--- src/hdl/dtgi_defines.svh ---
// Register offsets, field positions and reset values of the dual timer block.
`ifndef DTGI_DEFINES_SVH
`define DTGI_DEFINES_SVH

`define DTGI_ADDR_TIMER0     8'h01
`define DTGI_ADDR_INTCTL     8'h0B
`define DTGI_ADDR_PFLAG      8'h0C
`define DTGI_ADDR_T1LO       8'h0E
`define DTGI_ADDR_T1HI       8'h0F
`define DTGI_ADDR_T1CTL      8'h10
`define DTGI_ADDR_CMP1       8'h1C
`define DTGI_ADDR_OPTION     8'h20
`define DTGI_ADDR_PEN        8'h21
`define DTGI_ADDR_ALTSEL     8'h22

`define DTGI_RST_OPTION      8'hFF
`define DTGI_RST_INTCTL      8'h00
`define DTGI_RST_T1CTL       8'h00
`define DTGI_RST_CMP1        8'h02
`define DTGI_CMP1_MASK       8'h1B

`define DTGI_INT_GIE         7
`define DTGI_INT_PERIPHERAL_IRQ_ENABLE        6
`define DTGI_INT_T0IE        5
`define DTGI_INT_T0IF        2
`define DTGI_OPT_CS          5
`define DTGI_OPT_SE          4
`define DTGI_OPT_PSA         3
`define DTGI_T1_GINV         7
`define DTGI_T1_GE           6
`define DTGI_T1_SYNC         2
`define DTGI_T1_CS           1
`define DTGI_T1_ON           0
`define DTGI_CMP1_GSS        1
`define DTGI_ALT_GATE        4
`define DTGI_FLAG_T1         0

`endif

--- src/hdl/dtgi_pkg.sv ---
// Types and the shared helper function of the dual timer block.
package dtgi_pkg;

  typedef enum logic {DTGI_PRE_TIMER0, DTGI_PRE_WATCHDOG} dtgi_pre_owner_type;

  typedef enum logic [1:0] {DTGI_GATE_COMP, DTGI_GATE_PIN, DTGI_GATE_ALT} dtgi_gate_src_type;

  function automatic logic [7:0] dtgi_low_mask(input logic [3:0] shift);
    logic [8:0] one_hot;
    one_hot = 9'h001 << shift;
    return 8'(one_hot - 9'h001);
  endfunction

endpackage

--- src/hdl/dtgi_tick_if.sv ---
// Tick bundle between a timer and its prescaler.
`timescale 1ns/1ps
interface dtgi_tick_if;
  logic       tick;
  logic       clear;
  logic [3:0] shift;
  logic       scaled;
  modport ctrl (output tick, output clear, output shift, input scaled);
  modport pre  (input tick, input clear, input shift, output scaled);
endinterface

--- src/hdl/dtgi_timer.sv ---
// Dual timer top: Timer0 with shared prescaler, gated 16-bit Timer1, interrupts.
//
// Overview of operation
// - Timer0 counts its external pin when source select is 1, else the internal clock.
// - On the external pin Timer0 counts falling edges if edge select is 1, else rising.
// - Timer1 gate comes from gate pin, alternate gate pin or comparator output.
// - Gating acts only while the Timer1 gate enable bit is set.
// - Gate invert bit inverts the chosen gate whatever its source.
// - The 16-bit Timer1 counts up to FFFF and wraps to 0000.
// - Every Timer1 wrap sets the Timer1 rollover flag.
// - Timer1 interrupt needs rollover enable, peripheral and global enables set.
// - The rollover flag stays set until software clears it.
// - General pin five serves as the Timer1 external clock input.
// - In sleep only external asynchronous Timer1 counts; its wrap wakes the device if rollover and peripheral enables are set.
`timescale 1ns/1ps
`include "dtgi_defines.svh"
module dtgi_timer (
  input  wire logic       clk,
  input  wire logic       sys_rst,
  input  wire logic [7:0] bus_addr,
  input  wire logic [7:0] bus_wdata,
  input  wire logic       bus_wr,
  input  wire logic       bus_rd,
  output logic      [7:0] bus_rdata,
  input  wire logic       timer0_ext_clock_pin,
  input  wire logic       general_pin_five,
  input  wire logic       timer1_gate_pin,
  input  wire logic       timer1_gate_alt_pin,
  input  wire logic       comparator_output,
  input  wire logic       sleep_mode,
  input  wire logic       wdt_tick,
  output logic            wdt_scaled_tick,
  output logic            irq,
  output logic            wake
);

  ////////////////////////////////////////////////////////////////////////////////
  // Registers and bus decode.

  logic [7:0]  timer0_q;
  logic [7:0]  timer0_d;
  logic [7:0]  intctl_q;
  logic [7:0]  intctl_d;
  logic [7:0]  option_q;
  logic [15:0] t1_q;
  logic [15:0] t1_d;
  logic [7:0]  t1ctl_q;
  logic [7:0]  cmp1_q;
  logic        pen_q;
  logic        altsel_q;
  logic        t1if_q;
  logic        t1if_d;
  logic        irq_d;
  logic        wake_d;
  logic        wdt_scaled_d;
  logic [7:0]  rd_mux;

  wire wr_t0    = bus_wr && (bus_addr == `DTGI_ADDR_TIMER0);
  wire wr_int   = bus_wr && (bus_addr == `DTGI_ADDR_INTCTL);
  wire wr_pflag = bus_wr && (bus_addr == `DTGI_ADDR_PFLAG);
  wire wr_t1lo  = bus_wr && (bus_addr == `DTGI_ADDR_T1LO);
  wire wr_t1hi  = bus_wr && (bus_addr == `DTGI_ADDR_T1HI);
  wire wr_t1ctl = bus_wr && (bus_addr == `DTGI_ADDR_T1CTL);
  wire wr_cmp1  = bus_wr && (bus_addr == `DTGI_ADDR_CMP1);
  wire wr_opt   = bus_wr && (bus_addr == `DTGI_ADDR_OPTION);
  wire wr_pen   = bus_wr && (bus_addr == `DTGI_ADDR_PEN);
  wire wr_alt   = bus_wr && (bus_addr == `DTGI_ADDR_ALTSEL);
  wire wr_t1any = wr_t1lo || wr_t1hi;

  ////////////////////////////////////////////////////////////////////////////////
  // Timer0 and the shared prescaler.

  dtgi_tick_if pre0 ();
  dtgi_tick_if pre1 ();
  logic t0_edge;
  logic t1_edge;

  dtgi_edge_det u_t0_edge (
    .clk      (clk),
    .sys_rst  (sys_rst),
    .pin      (timer0_ext_clock_pin),
    .on_fall  (option_q[`DTGI_OPT_SE]),
    .edge_hit (t0_edge)
  );

  dtgi_prescaler u_pre0 (
    .clk     (clk),
    .sys_rst (sys_rst),
    .tk      (pre0.pre)
  );

  dtgi_pkg::dtgi_pre_owner_type pre_owner;
  assign pre_owner = option_q[`DTGI_OPT_PSA] ? dtgi_pkg::DTGI_PRE_WATCHDOG
                                             : dtgi_pkg::DTGI_PRE_TIMER0;
  wire owner_t0 = (pre_owner == dtgi_pkg::DTGI_PRE_TIMER0);

  // Timer0 is a synchronous counter and therefore halts in sleep.
  wire t0_raw = !sleep_mode && (option_q[`DTGI_OPT_CS] ? t0_edge : 1'b1);

  assign pre0.tick  = owner_t0 ? t0_raw : wdt_tick;
  assign pre0.shift = owner_t0 ? 4'({1'b0, option_q[2:0]} + 4'h1)
                               : {1'b0, option_q[2:0]};
  // Retiming or reassigning the prescaler restarts it so no stale count leaks across.
  assign pre0.clear = (wr_t0 && owner_t0) || wr_opt;

  wire t0_inc = owner_t0 ? pre0.scaled : t0_raw;
  wire t0_ovf = t0_inc && !wr_t0 && (timer0_q == 8'hFF);

  assign wdt_scaled_d = owner_t0 ? wdt_tick : pre0.scaled;
  assign timer0_d     = wr_t0 ? bus_wdata : (t0_inc ? timer0_q + 8'h01 : timer0_q);

  // Overflow sets the flag even in the cycle software writes the register.
  assign intctl_d = wr_int ? (bus_wdata | {5'h00, t0_ovf, 2'h0})
                           : (intctl_q | {5'h00, t0_ovf, 2'h0});

  ////////////////////////////////////////////////////////////////////////////////
  // Timer1 gate, clock and counter.

  dtgi_edge_det u_t1_edge (
    .clk      (clk),
    .sys_rst  (sys_rst),
    .pin      (general_pin_five),
    .on_fall  (1'b0),
    .edge_hit (t1_edge)
  );

  dtgi_prescaler u_pre1 (
    .clk     (clk),
    .sys_rst (sys_rst),
    .tk      (pre1.pre)
  );

  dtgi_pkg::dtgi_gate_src_type gate_src;
  assign gate_src = !cmp1_q[`DTGI_CMP1_GSS] ? dtgi_pkg::DTGI_GATE_COMP
                  : (altsel_q ? dtgi_pkg::DTGI_GATE_ALT : dtgi_pkg::DTGI_GATE_PIN);

  wire gate_raw = (gate_src == dtgi_pkg::DTGI_GATE_COMP) ? comparator_output
                : (gate_src == dtgi_pkg::DTGI_GATE_ALT)  ? timer1_gate_alt_pin
                                                         : timer1_gate_pin;

  // The gate is active low by default; the invert bit makes it active high.
  wire gate_open = t1ctl_q[`DTGI_T1_GINV] ? gate_raw : ~gate_raw;
  wire t1_run    = t1ctl_q[`DTGI_T1_ON] && (!t1ctl_q[`DTGI_T1_GE] || gate_open);
  wire t1_ext    = t1ctl_q[`DTGI_T1_CS];

  // Only an unsynchronised external clock keeps running while the core sleeps.
  wire t1_src = sleep_mode ? (t1_ext && t1ctl_q[`DTGI_T1_SYNC] && t1_edge)
                           : (t1_ext ? t1_edge : 1'b1);

  assign pre1.tick  = t1_run && t1_src;
  assign pre1.shift = {2'b00, t1ctl_q[5:4]};
  assign pre1.clear = wr_t1any;

  wire t1_inc  = pre1.scaled;
  wire t1_wrap = t1_inc && !wr_t1any && (t1_q == 16'hFFFF);

  assign t1_d = wr_t1lo ? {t1_q[15:8], bus_wdata}
              : wr_t1hi ? {bus_wdata, t1_q[7:0]}
              : (t1_inc ? t1_q + 16'h0001 : t1_q);

  // A wrap in the clearing cycle keeps the flag set.
  assign t1if_d = t1_wrap || (t1if_q && !(wr_pflag && bus_wdata[`DTGI_FLAG_T1]));

  ////////////////////////////////////////////////////////////////////////////////
  // Interrupt, wake and read data.

  wire global_irq_enable  = intctl_q[`DTGI_INT_GIE];
  wire peripheral_irq_enable = intctl_q[`DTGI_INT_PERIPHERAL_IRQ_ENABLE];

  assign irq_d = global_irq_enable && ((t1if_q && pen_q && peripheral_irq_enable)
                      || (intctl_q[`DTGI_INT_T0IF] && intctl_q[`DTGI_INT_T0IE]));
  assign wake_d = sleep_mode && t1if_q && pen_q && peripheral_irq_enable && t1ctl_q[`DTGI_T1_ON];

  assign rd_mux = (bus_addr == `DTGI_ADDR_TIMER0) ? timer0_q
                : (bus_addr == `DTGI_ADDR_INTCTL) ? intctl_q
                : (bus_addr == `DTGI_ADDR_PFLAG)  ? {7'h00, t1if_q}
                : (bus_addr == `DTGI_ADDR_T1LO)   ? t1_q[7:0]
                : (bus_addr == `DTGI_ADDR_T1HI)   ? t1_q[15:8]
                : (bus_addr == `DTGI_ADDR_T1CTL)  ? t1ctl_q
                : (bus_addr == `DTGI_ADDR_CMP1)   ? cmp1_q
                : (bus_addr == `DTGI_ADDR_OPTION) ? option_q
                : (bus_addr == `DTGI_ADDR_PEN)    ? {7'h00, pen_q}
                : (bus_addr == `DTGI_ADDR_ALTSEL) ? {3'h0, altsel_q, 4'h0}
                                                  : 8'h00;

  always_ff @(posedge clk)
  begin
    if (sys_rst)
    begin
      timer0_q <= 8'h00;
      intctl_q <= `DTGI_RST_INTCTL;
      option_q <= `DTGI_RST_OPTION;
      t1_q     <= 16'h0000;
      t1ctl_q  <= `DTGI_RST_T1CTL;
      cmp1_q   <= `DTGI_RST_CMP1;
      pen_q    <= 1'b0;
      altsel_q <= 1'b0;
      t1if_q   <= 1'b0;
    end
    else
    begin
      timer0_q <= timer0_d;
      intctl_q <= intctl_d;
      t1_q     <= t1_d;
      t1if_q   <= t1if_d;
      if (wr_opt)
        option_q <= bus_wdata;
      if (wr_t1ctl)
        t1ctl_q <= bus_wdata;
      if (wr_cmp1)
        cmp1_q <= bus_wdata & `DTGI_CMP1_MASK;
      if (wr_pen)
        pen_q <= bus_wdata[`DTGI_FLAG_T1];
      if (wr_alt)
        altsel_q <= bus_wdata[`DTGI_ALT_GATE];
    end
  end

  always_ff @(posedge clk)
  begin
    if (sys_rst)
    begin
      bus_rdata       <= 8'h00;
      irq             <= 1'b0;
      wake            <= 1'b0;
      wdt_scaled_tick <= 1'b0;
    end
    else
    begin
      bus_rdata       <= bus_rd ? rd_mux : 8'h00;
      irq             <= irq_d;
      wake            <= wake_d;
      wdt_scaled_tick <= wdt_scaled_d;
    end
  end
endmodule

--- src/hdl/dtgi_edge_det.sv ---
// Edge detector for an external count pin, rising or falling selectable.
`timescale 1ns/1ps
module dtgi_edge_det (
  input  wire logic clk,
  input  wire logic sys_rst,
  input  wire logic pin,
  input  wire logic on_fall,
  output logic      edge_hit
);

  logic prev_q;

  always_ff @(posedge clk)
  begin
    // Loading the pin itself keeps a pin that idles high from faking an edge after reset.
    if (sys_rst)
      prev_q <= pin;
    else
      prev_q <= pin;
  end

  assign edge_hit = on_fall ? (prev_q & ~pin) : (~prev_q & pin);

endmodule

--- src/hdl/dtgi_prescaler.sv ---
// Power-of-two prescaler; passes one tick out of two to the power of shift.
`timescale 1ns/1ps
module dtgi_prescaler (
  input  wire logic clk,
  input  wire logic sys_rst,
  dtgi_tick_if.pre  tk
);

  logic [7:0] cnt_q;
  logic [7:0] cnt_d;
  wire  [7:0] mask = dtgi_pkg::dtgi_low_mask(tk.shift);

  // The counter is cleared on tk.clear, which Timer0 raises on retiming, so a new ratio starts from a full period.
  assign tk.scaled = tk.tick && !tk.clear && ((cnt_q & mask) == mask);
  assign cnt_d     = tk.clear ? 8'h00 : (tk.tick ? cnt_q + 8'h01 : cnt_q);

  always_ff @(posedge clk)
  begin
    if (sys_rst)
      cnt_q <= 8'h00;
    else
      cnt_q <= cnt_d;
  end

endmodule

--- config.mk ---
export PLATFORM = sky130hd
export DESIGN_NAME = dtgi_timer
export DESIGN_NICKNAME = d
export VERILOG_FILES = /design/src/hdl/dtgi_pkg.sv /design/src/hdl/dtgi_tick_if.sv /design/src/hdl/dtgi_timer.sv /design/src/hdl/dtgi_edge_det.sv /design/src/hdl/dtgi_prescaler.sv
export VERILOG_INCLUDE_DIRS = /design/src /design/src/hdl
export SDC_FILE = /design/constraint.sdc
export NUM_CORES = 1
export LEC_CHECK = 0
export ABC_AREA = 0
export BUFFER_PORTS_ARGS = -buffer_cell sky130_fd_sc_hd__buf_2
export CORE_ASPECT_RATIO = 0.8
export CORE_UTILIZATION = 53
export DETAILED_ROUTE_END_ITERATION = 6
export GPL_ROUTABILITY_DRIVEN = 0
export PLACE_DENSITY = 0.72
export SYNTH_ARGS = -nofsm -noshare
export SYNTH_HDL_FRONTEND = slang
export SYNTH_SLANG_ARGS = --single-unit
--- constraint.sdc ---
create_clock -name clk -period 8.7 [get_ports clk]
set_clock_uncertainty 0.1 [all_clocks]
set_input_delay 0.435 -clock clk [delete_from_list [all_inputs] [get_ports clk]]
set_output_delay 0.435 -clock clk [all_outputs]
set_load 0.1 [all_outputs]
==> summary.md, run 1 <==
At the worst endpoint, the arrival time is 4160 ps. For this design the ratio of total power to cell area is 140 mW/mm2. Across the VDD grid, the largest voltage drop is 0.000114 V. The tools report the count of maximum capacitance violations as 0. In this run, distinct cell masters in the synthesized netlist total 69. The overall routing resource usage is 0.289, and the highest net fanout along the worst path is 18.

Sum of internal, switching and leakage power: 681 uW. The tools report the leakage dissipation as 1.68 nW. After synthesis the cells add up to 0.00450 mm2.

The synthesized area per cell is 8.09 um2, and the die area is 0.00886 mm2. The logs give 0.352 for the sequential element share of the synthesized area and 0 for the max-slew violation total from the final report. The number of global-route vias before repair was 3827.

Cell occurring most often along the worst timing path: sky130_fd_sc_hd__ha_1. Final cycle utilization of the critical path: 0.458. On the critical path, the stage with the largest delay is an instance of sky130_fd_sc_hd__dfxtp_1. The final route contains 4401 vias.

After detailed placement, the design holds a cell count of 667. The total number of nets in the final design came out at 603. The critical path goes through ha_1 -> or2b_2 -> a32oi_1 -> ha_1 -> inv_1 -> and4_1 -> nor4b_4 -> o2111ai_1 -> o2bb2a_4 -> or4_1 -> a311oi_1. Setup slack on the critical path of the routed design comes to 4710 ps. The number of nets in the synthesized netlist is 589. The global-route wire length before repair is 20000 um.

The number of diodes added for antenna fixing was 0; the clock slew at the register clock pins of the worst setup and hold paths was 80 ps. For the detailed router's first-iteration violation count, the log shows 516. Setup repair after global routing left no endpoint under its margin.

Setup violations remaining at the end of the flow were counted as 0. The share of post-route cells with drive strength above 1 is 0.134. Root buffer cell: sky130_fd_sc_hd__clkbuf_8. In this run the core area contains 29 standard-cell rows. Summed over all failing endpoints, the final setup total negative slack is 0 ps.

The classification of the worst setup path is reg2reg. The proportion of netlist area held by the largest area contributor is 0.352. TritonCTS built the clock tree. For the pin with the worst max-slew slack, the measured transition is 722 ps.

In this run the remaining antenna-violating nets after routing total 0. The Yosys step of the flow raised 0 warnings. The tools report the final count of hold timing violations as 0.

The number of synthesized flops with an enable pin came out at 0. The tools report the iteration count of the initial detailed-routing pass as 7. The number of buffers on the longest clock path was 2.

At the later pin of the worst-skew pair, clock insertion delay measures 360 ps. CTS saw 79 sinks. For this run, the top clock speed supported by timing is 0.251 GHz. The most common cell after layout, fill and taps aside is sky130_fd_sc_hd__dfxtp_1. The die is 105 um wide. The total overflow left after global routing is 0. The flow ran to the end, and the final reports show no timing, DRC or antenna violations. Synthesis produced 556 cells. The number of non-filler instances in the completed layout is 683, and the number of remaining DRC errors is 0. The logs give 8710 um for the detailed placer's ending HPWL and 9 for the number of buffers created by CTS.

The placeable core region came out at 0.00809 mm2. Post-route minimum period: 3990 ps. The average via count per standard cell came out at 6.44. For the placed cell area, the log shows 0.00466 mm2. Top cell type by total area after synthesis: sky130_fd_sc_hd__dfxtp_1. For the quantity of hold-fixing buffers added after cts, the log shows 0. Sorting the synthesized cells by area gives the leading types as sky130_fd_sc_hd__dfxtp_1 (35%), sky130_fd_sc_hd__nand2_1 (5.3%), sky130_fd_sc_hd__a21oi_1 (4.1%).

The startpoint class of the critical path is a flip-flop. For this run, the slowest stage of the critical path takes 710 ps. Fraction of synthesis flops using an asynchronous set or reset pin: 0. From bottom edge to top edge, the die measures 84.4 um. The number of synthesized register bits is 79. The total routed wirelength is 12600 um. The run gives 0.556 as the effective utilization at floorplan. The count of buffers added on input and output ports is 37. For the top-level port count, the log shows 38. Dominant register cell in the synthesized netlist: sky130_fd_sc_hd__dfxtp_1. The library cells used most frequently in the layout, excluding fill and tap cells, are sky130_fd_sc_hd__dfxtp_1 (79), sky130_fd_sc_hd__nand2_1 (63), sky130_fd_sc_hd__nor2_1 (48).

Data on the critical path is required at its endpoint by 8870 ps. With fillers left out, the area of the finished cells amounts to 0.00485 mm2. The remaining max-slew budget at the tightest pin was 0.518; the H-tree depth was 3. Before CTS, the worst setup slack after placement is 4800 ps. For the initial antenna violation count, the log shows 0. For the largest net degree at the start of global routing, the log shows 62. STA classifies the critical path endpoint as a flip-flop.

The min-delay analysis places its worst path in the category in2reg. The post-CTS resize count was 0. Post-CTS timing repair inserted 0 buffers for setup. Dividing the detail-routed wire length by the instance count gives 18.4 um.

The post-synthesis to final-layout area growth works out to 7.82%.
-- cell usage after synthesis, types with 3 or more instances --
library cell / count
sky130_fd_sc_hd__o21ai_1: 3
sky130_fd_sc_hd__and3_1: 20
sky130_fd_sc_hd__nor3_1: 12
sky130_fd_sc_hd__nand3_1: 27
sky130_fd_sc_hd__a311oi_1: 5
sky130_fd_sc_hd__nor4_1: 5
sky130_fd_sc_hd__o31ai_1: 3
sky130_fd_sc_hd__nor2b_1: 6
sky130_fd_sc_hd__xnor2_1: 9
sky130_fd_sc_hd__buf_6: 5
sky130_fd_sc_hd__a21oi_1: 37
sky130_fd_sc_hd__buf_2: 4
sky130_fd_sc_hd__a221oi_1: 4
sky130_fd_sc_hd__a211oi_1: 8
sky130_fd_sc_hd__nand2_1: 63
sky130_fd_sc_hd__xor2_1: 5
sky130_fd_sc_hd__o21ai_0: 19
sky130_fd_sc_hd__a31oi_1: 10
sky130_fd_sc_hd__ha_1: 6
sky130_fd_sc_hd__inv_1: 8
sky130_fd_sc_hd__and2_1: 5
sky130_fd_sc_hd__o2111ai_1: 3
sky130_fd_sc_hd__dfxtp_1: 79
sky130_fd_sc_hd__nand2b_1: 9
sky130_fd_sc_hd__nand3b_1: 4
sky130_fd_sc_hd__a22oi_1: 19
sky130_fd_sc_hd__nand4_1: 10
sky130_fd_sc_hd__mux2i_1: 16
sky130_fd_sc_hd__or3_1: 8
sky130_fd_sc_hd__o22ai_1: 6
sky130_fd_sc_hd__nor2_1: 48
sky130_fd_sc_hd__clkbuf_1: 25
sky130_fd_sc_hd__a211o_1: 11
sky130_fd_sc_hd__and4_1: 3
sky130_fd_sc_hd__or2_2: 5
-- cells by family after synthesis --
family	synth area share
AOI/OAI and AO/OA	0.225
adders and majority gates	0.0167
muxes	0.0406
DFF	0.352
and+or+nand+nor	0.289
xor gates and xnor gates	0.0273
buffers and inverters	0.0498
-- critical path, delay by kind of cell, from the launching register on --
family                     cells  cell delay (ps)
buffers and inverters          1              130
adders and majority gates      2              820
DFF                            1              710
and+or+nand+nor                4             1230
AOI/OAI and AO/OA              4              910
-- metal layers --
metal | vias to the layer above | share of wire | global-route usage
li1 | 2079 | - | -
met5 | - | 0 | 0
met1 | 2070 | 0.45 | 0.432
met4 | 0 | 0.017 | 0.0794
met3 | 19 | 0.10 | 0.0575
met2 | 233 | 0.43 | 0.421
-- metrics by stage --
stage | hold WS [ps] | utilization
2_1_floorplan | 336 | -
3_3_place_gp | 344 | 0.576
3_5_place_dp | 347 | 0.576
4_1_cts | 80.9 | 0.599
5_1_grt | 73.9 | 0.599
6_report | 89.8 | 0.599
-- flip-flops by register name, indices dropped and copies added (netlist names), 3 cells and up --
name,flops
intctl_q,8
bus_rdata,8
option_q,8
t1_q,16
u_pre0.cnt_q,8
u_pre1.cnt_q,3
timer0_q,8
cmp1_q,4
t1ctl_q,8
-- worst paths after layout --
path / from / end / slack (ps) / depth (start not counted)
setup reg to reg: option_q[0]$_SDFFE_PP1P_ / timer0_q[6]$_SDFFE_PP0P_ / 4710 / 11
hold / removal: general_pin_five / u_t1_edge.prev_q$_DFF_P_ / 90 / 1
setup / recovery: option_q[0]$_SDFFE_PP1P_ / timer0_q[6]$_SDFFE_PP0P_ / 4710 / 11
hold reg to reg: t1ctl_q[3]$_SDFFE_PP0P_ / t1ctl_q[3]$_SDFFE_PP0P_ / 360 / 2
-- report_power, final --
part	switching [mW]	internal, mW
logic	0.0292	0.0146
registers	0.00446	0.364
clock network	0.136	0.132
-- final cells by class --
cell class | count | area [um2]
fill | 770 | 3240
multi-input combinational | 431 | 2700
sequential | 79 | 1580
timing repair buffer | 41 | 215
tap | 108 | 135
clock buffer | 10 | 128
clock inverter | 6 | 61.3
inverter | 8 | 30.0
Note: power is estimated with default switching activity, not from simulation.
==> run 2, diff against run 1 <==
--- a/config.mk
+++ b/config.mk
@@ -6,13 +6,13 @@
 export SDC_FILE = /design/constraint.sdc
 export NUM_CORES = 1
 export LEC_CHECK = 0
-export ABC_AREA = 0
+export ABC_AREA = 1
 export BUFFER_PORTS_ARGS = -buffer_cell sky130_fd_sc_hd__buf_2
 export CORE_ASPECT_RATIO = 0.8
 export CORE_UTILIZATION = 53
 export DETAILED_ROUTE_END_ITERATION = 6
 export GPL_ROUTABILITY_DRIVEN = 0
-export PLACE_DENSITY = 0.72
+export PLACE_DENSITY = 0.75
 export SYNTH_ARGS = -nofsm -noshare
 export SYNTH_HDL_FRONTEND = slang
 export SYNTH_SLANG_ARGS = --single-unit
==> constraint.sdc (replaced) <==
create_clock -name clk -period 3.5 [get_ports clk]
set_clock_uncertainty 0.1 [all_clocks]
set_input_delay 0.175 -clock clk [delete_from_list [all_inputs] [get_ports clk]]
set_output_delay 0.175 -clock clk [all_outputs]
set_load 0.1 [all_outputs]
==> run 2 against run 1 <==
Die area up 0.38%. Fmax grew 51%. Count of clock-buffer cells in the layout decreased by 1. Synthesized cell count is 14% higher. Hold slack lost 76 ps. Critical endpoint is now timer0_q[7]$_SDFFE_PP0P_.
==> summary.md, run 2 <==
The number of remaining DRC errors came out at 0. Classification of the worst setup path: reg2reg. After floorplanning, the core was sized to cover 0.00809 mm2. The tools report the launch instance of the worst min-delay path as wdt_tick.

From left edge to right edge, the die measures 105 um. Part of the total power dissipated in sequential elements: 0.503. After synthesis, the cell types taking the most area are sky130_fd_sc_hd__dfxtp_1 (35%), sky130_fd_sc_hd__nand2_1 (11%), sky130_fd_sc_hd__a21oi_1 (7.3%).

The number of synthesized flops with an enable pin came out at 0. Across all hold checks on the routed design, the worst slack comes to 13.9 ps. Synthesis inferred 79 register bits. The share of post-route cells with drive strength above 1 was 0.173; the post-synthesis instance area was 0.00451 mm2.

The post-synthesis to final-layout area growth is 11.4%, and the initial antenna violation count is 0. The logs give 0 for the number of buffers inserted by post-CTS setup repair and 0.379 GHz for the highest attainable clock frequency. The clock network latency to the later pin of the worst-skew pair was 370 ps. The proportion of netlist area held by the largest area contributor is 0.350. The first global-routing pass estimated 20200 um of wire.

After clock tree synthesis, the repair step resized 0 gates. The tools report the effective utilization at floorplan as 0.558. The worst register-to-register path has a depth of 13.

For the H-tree depth, the log shows 3. The routing usage on met2 is 0.461, and the synthesized area per cell is 7.12 um2. Clock-pin slew was measured on the worst setup and hold paths at 100 ps. The tools report the overall routing resource usage as 0.290. The fraction of synthesis flops using an asynchronous set or reset pin was 0; the number of buffers on the longest clock path was 2. The run gives 2840 ps as the arrival time at the worst endpoint.

The sequential element share of the synthesized area was 0.350. The first detailed-routing pass ran for 6 iterations. TritonCTS built the clock tree. The tool flagged a number of max-cap violations equal to 0. CTS placed an instance of sky130_fd_sc_hd__clkbuf_8 at the clock tree root. The detail route stage leaves a number of antenna-violating nets equal to 0.

The number of flip-flops under the largest register name was 16. During placement, the flow inserted port buffers numbering 37. Row generation in the floorplan step produced 29 rows.

Most numerous cell in the Yosys netlist: sky130_fd_sc_hd__nand2_1. The run gives 0.393 as the met1 demand-to-capacity share in global routing. The worst path meets setup with 862 ps of slack. The final cycle utilization of the critical path is 0.754, and the total number of nets in the final design is 704.

During synthesis, Yosys emitted a total of 0 warnings. The final count of hold timing violations was 0; the quantity of hold-fixing buffers added after cts was 3. After global routing the overflow that remains totals 0.

The logs give 0.00889 mm2 for the die area and 4113 for the number of global-route vias before repair. In the layout the commonest cells are sky130_fd_sc_hd__nand2_1 (127), sky130_fd_sc_hd__dfxtp_1 (79), sky130_fd_sc_hd__a21oi_1 (66). The dominant register cell in the synthesized netlist is sky130_fd_sc_hd__dfxtp_1.

The detailed-route via count is 4504. The logs give 902 ps for the worst slack at placement and 0.061 for the logic gate share of total power. Power spread over the standard cell area amounts to 359 mW/mm2.

The flow ran to the end, and the final reports show no timing, DRC or antenna violations. Counting the buffers created by CTS gives 9. The repair_antennas step left the layout with diodes totalling 0.

The destination of the worst register-to-register timing path is timer0_q[7]$_SDFFE_PP0P_. The tools report the top-level port count as 38. The switching share of power is 0.254. The average via count per standard cell came out at 5.74. The run gives 0.00477 mm2 as the placed cell area. The summed negative setup slack over all endpoints is 0 ps, and the number of endpoints failing setup at the final stage is 0. The run gives 2.05 nW as the leakage dissipation.

The most heavily used metal layer in global routing was met2. Top cell type by total area after synthesis: sky130_fd_sc_hd__dfxtp_1. The highest net fanout along the worst path is 10. Setup repair after global routing left no endpoint under its margin.

The internal portion of total power came out at 1.35 mW. The worst setup path is launched from a flip-flop. For the number of library cell types mapped by synthesis, the log shows 47. The switching power came out at 459 uW. The tools report the launch instance of the worst register-to-register path as option_q[3]$_SDFFE_PP1P_.

The routed design has 12200 um of wire. The slew at the pin with the worst max-slew slack was 861 ps. The end point of the worst hold path is wdt_scaled_tick$_SDFF_PP0_. Leaving out fill and tap cells, the most frequent cell in the layout is sky130_fd_sc_hd__nand2_1. After routing the design area is 0.00503 mm2.

Max-slew violation total from the final report: 0. Dividing the detail-routed wire length by the instance count gives 15.6 um. At the worst endpoint, the required time is 3700 ps.

The number of nets handed over by synthesis was 667. The worst-case IR drop observed on VDD is 0.000322 V. Nature of the critical path endpoint: a flip-flop. The remaining max-slew budget at the tightest pin is 0.424, and the CTS sink count is 79. Entering global routing, the biggest net connects 31 pins. Counting instances in the post-synthesis netlist gives the leading cell types as sky130_fd_sc_hd__nand2_1 (127), sky130_fd_sc_hd__dfxtp_1 (79), sky130_fd_sc_hd__a21oi_1 (66). The filler cells instantiated in the layout total 721.

Register name with the most flops: t1_q. The run gives 634 as the number of instances in the synthesized netlist. The routed design could run at a clock period as short as 2640 ps. The die is 84.5 um tall. Counting instances, the worst hold path has a depth of 3. The met3 usage in global routing was 0.0512; the detailed placer's ending HPWL was 9150 um. Across all register-to-register paths, the minimum setup slack is 860 ps. The worst min-delay path category is in2reg.

The detailed router's first-iteration violation count was 370. For the clock power share, the log shows 0.436.
==> run 2: cell type report <==
class,instances,area [um2],share of cell area
multi-input combinational,468,2570,0.511
sequential,79,1580,0.314
inverter,71,284,0.0565
timing repair buffer,42,230,0.0458
tap,108,135,0.0269
clock buffer,9,124,0.0246
clock inverter,7,104,0.0206
==> run 2: power by group through the flow <==
stage	combinational [mW]	sequential, mW	clock, mW
3_3_place_gp	0.104	0.928	0
4_1_cts	0.109	0.908	0.803
6_report	0.111	0.908	0.788
2_1_floorplan	0.0600	0.929	0
5_1_grt	0.119	0.908	0.835
3_5_place_dp	0.106	0.929	0
==> run 2: worst max-delay path by stage <==
stage | end | cells past startpoint | start | slack [ps]
2_1_floorplan | timer0_q[0]$_SDFFE_PP0P_ | 15 | option_q[0]$_SDFFE_PP1P_ | 1120
3_3_place_gp | timer0_q[6]$_SDFFE_PP0P_ | 13 | option_q[3]$_SDFFE_PP1P_ | 960
3_5_place_dp | timer0_q[7]$_SDFFE_PP0P_ | 13 | option_q[3]$_SDFFE_PP1P_ | 900
4_1_cts | timer0_q[7]$_SDFFE_PP0P_ | 13 | option_q[3]$_SDFFE_PP1P_ | 880
5_1_grt | timer0_q[2]$_SDFFE_PP0P_ | 13 | option_q[3]$_SDFFE_PP1P_ | 660
6_report | timer0_q[7]$_SDFFE_PP0P_ | 13 | option_q[3]$_SDFFE_PP1P_ | 860
==> run 2: stage by stage <==
step,std cells,power (mW),util
after floorplan,634,0.989,-
after detailed placement,765,1.03,0.590
final,784,1.81,0.622
after global routing,784,1.86,0.622
after CTS,784,1.82,0.622
after global placement,765,1.03,0.590
==> run 2: kinds of logic after synthesis <==
group	synth area share
simple gates	0.306
flops	0.350
xor+xnor	0.0291
fa+ha+maj	0.0166
buf+inv	0.0801
compound gates	0.218
==> run 2: routing by layer <==
metal,vias up,routed length (um)
met2,207,5530
met5,-,0
li1,2207,-
met3,32,1070
met1,2058,5300
met4,0,325
==> run 2: worst max-delay path, stage by stage (launching register included) <==
cell,delay (ps)
sky130_fd_sc_hd__dfxtp_1,630
sky130_fd_sc_hd__nor2_2,90
sky130_fd_sc_hd__nor2_1,250
sky130_fd_sc_hd__nand3_1,130
sky130_fd_sc_hd__ha_1,280
sky130_fd_sc_hd__or2_2,90
sky130_fd_sc_hd__nand2_1,40
sky130_fd_sc_hd__a21oi_1,110
sky130_fd_sc_hd__nand3_1,90
sky130_fd_sc_hd__nor2_2,150
sky130_fd_sc_hd__nand4_4,210
sky130_fd_sc_hd__nand3_4,190
sky130_fd_sc_hd__nand2_2,80
sky130_fd_sc_hd__a21oi_2,120
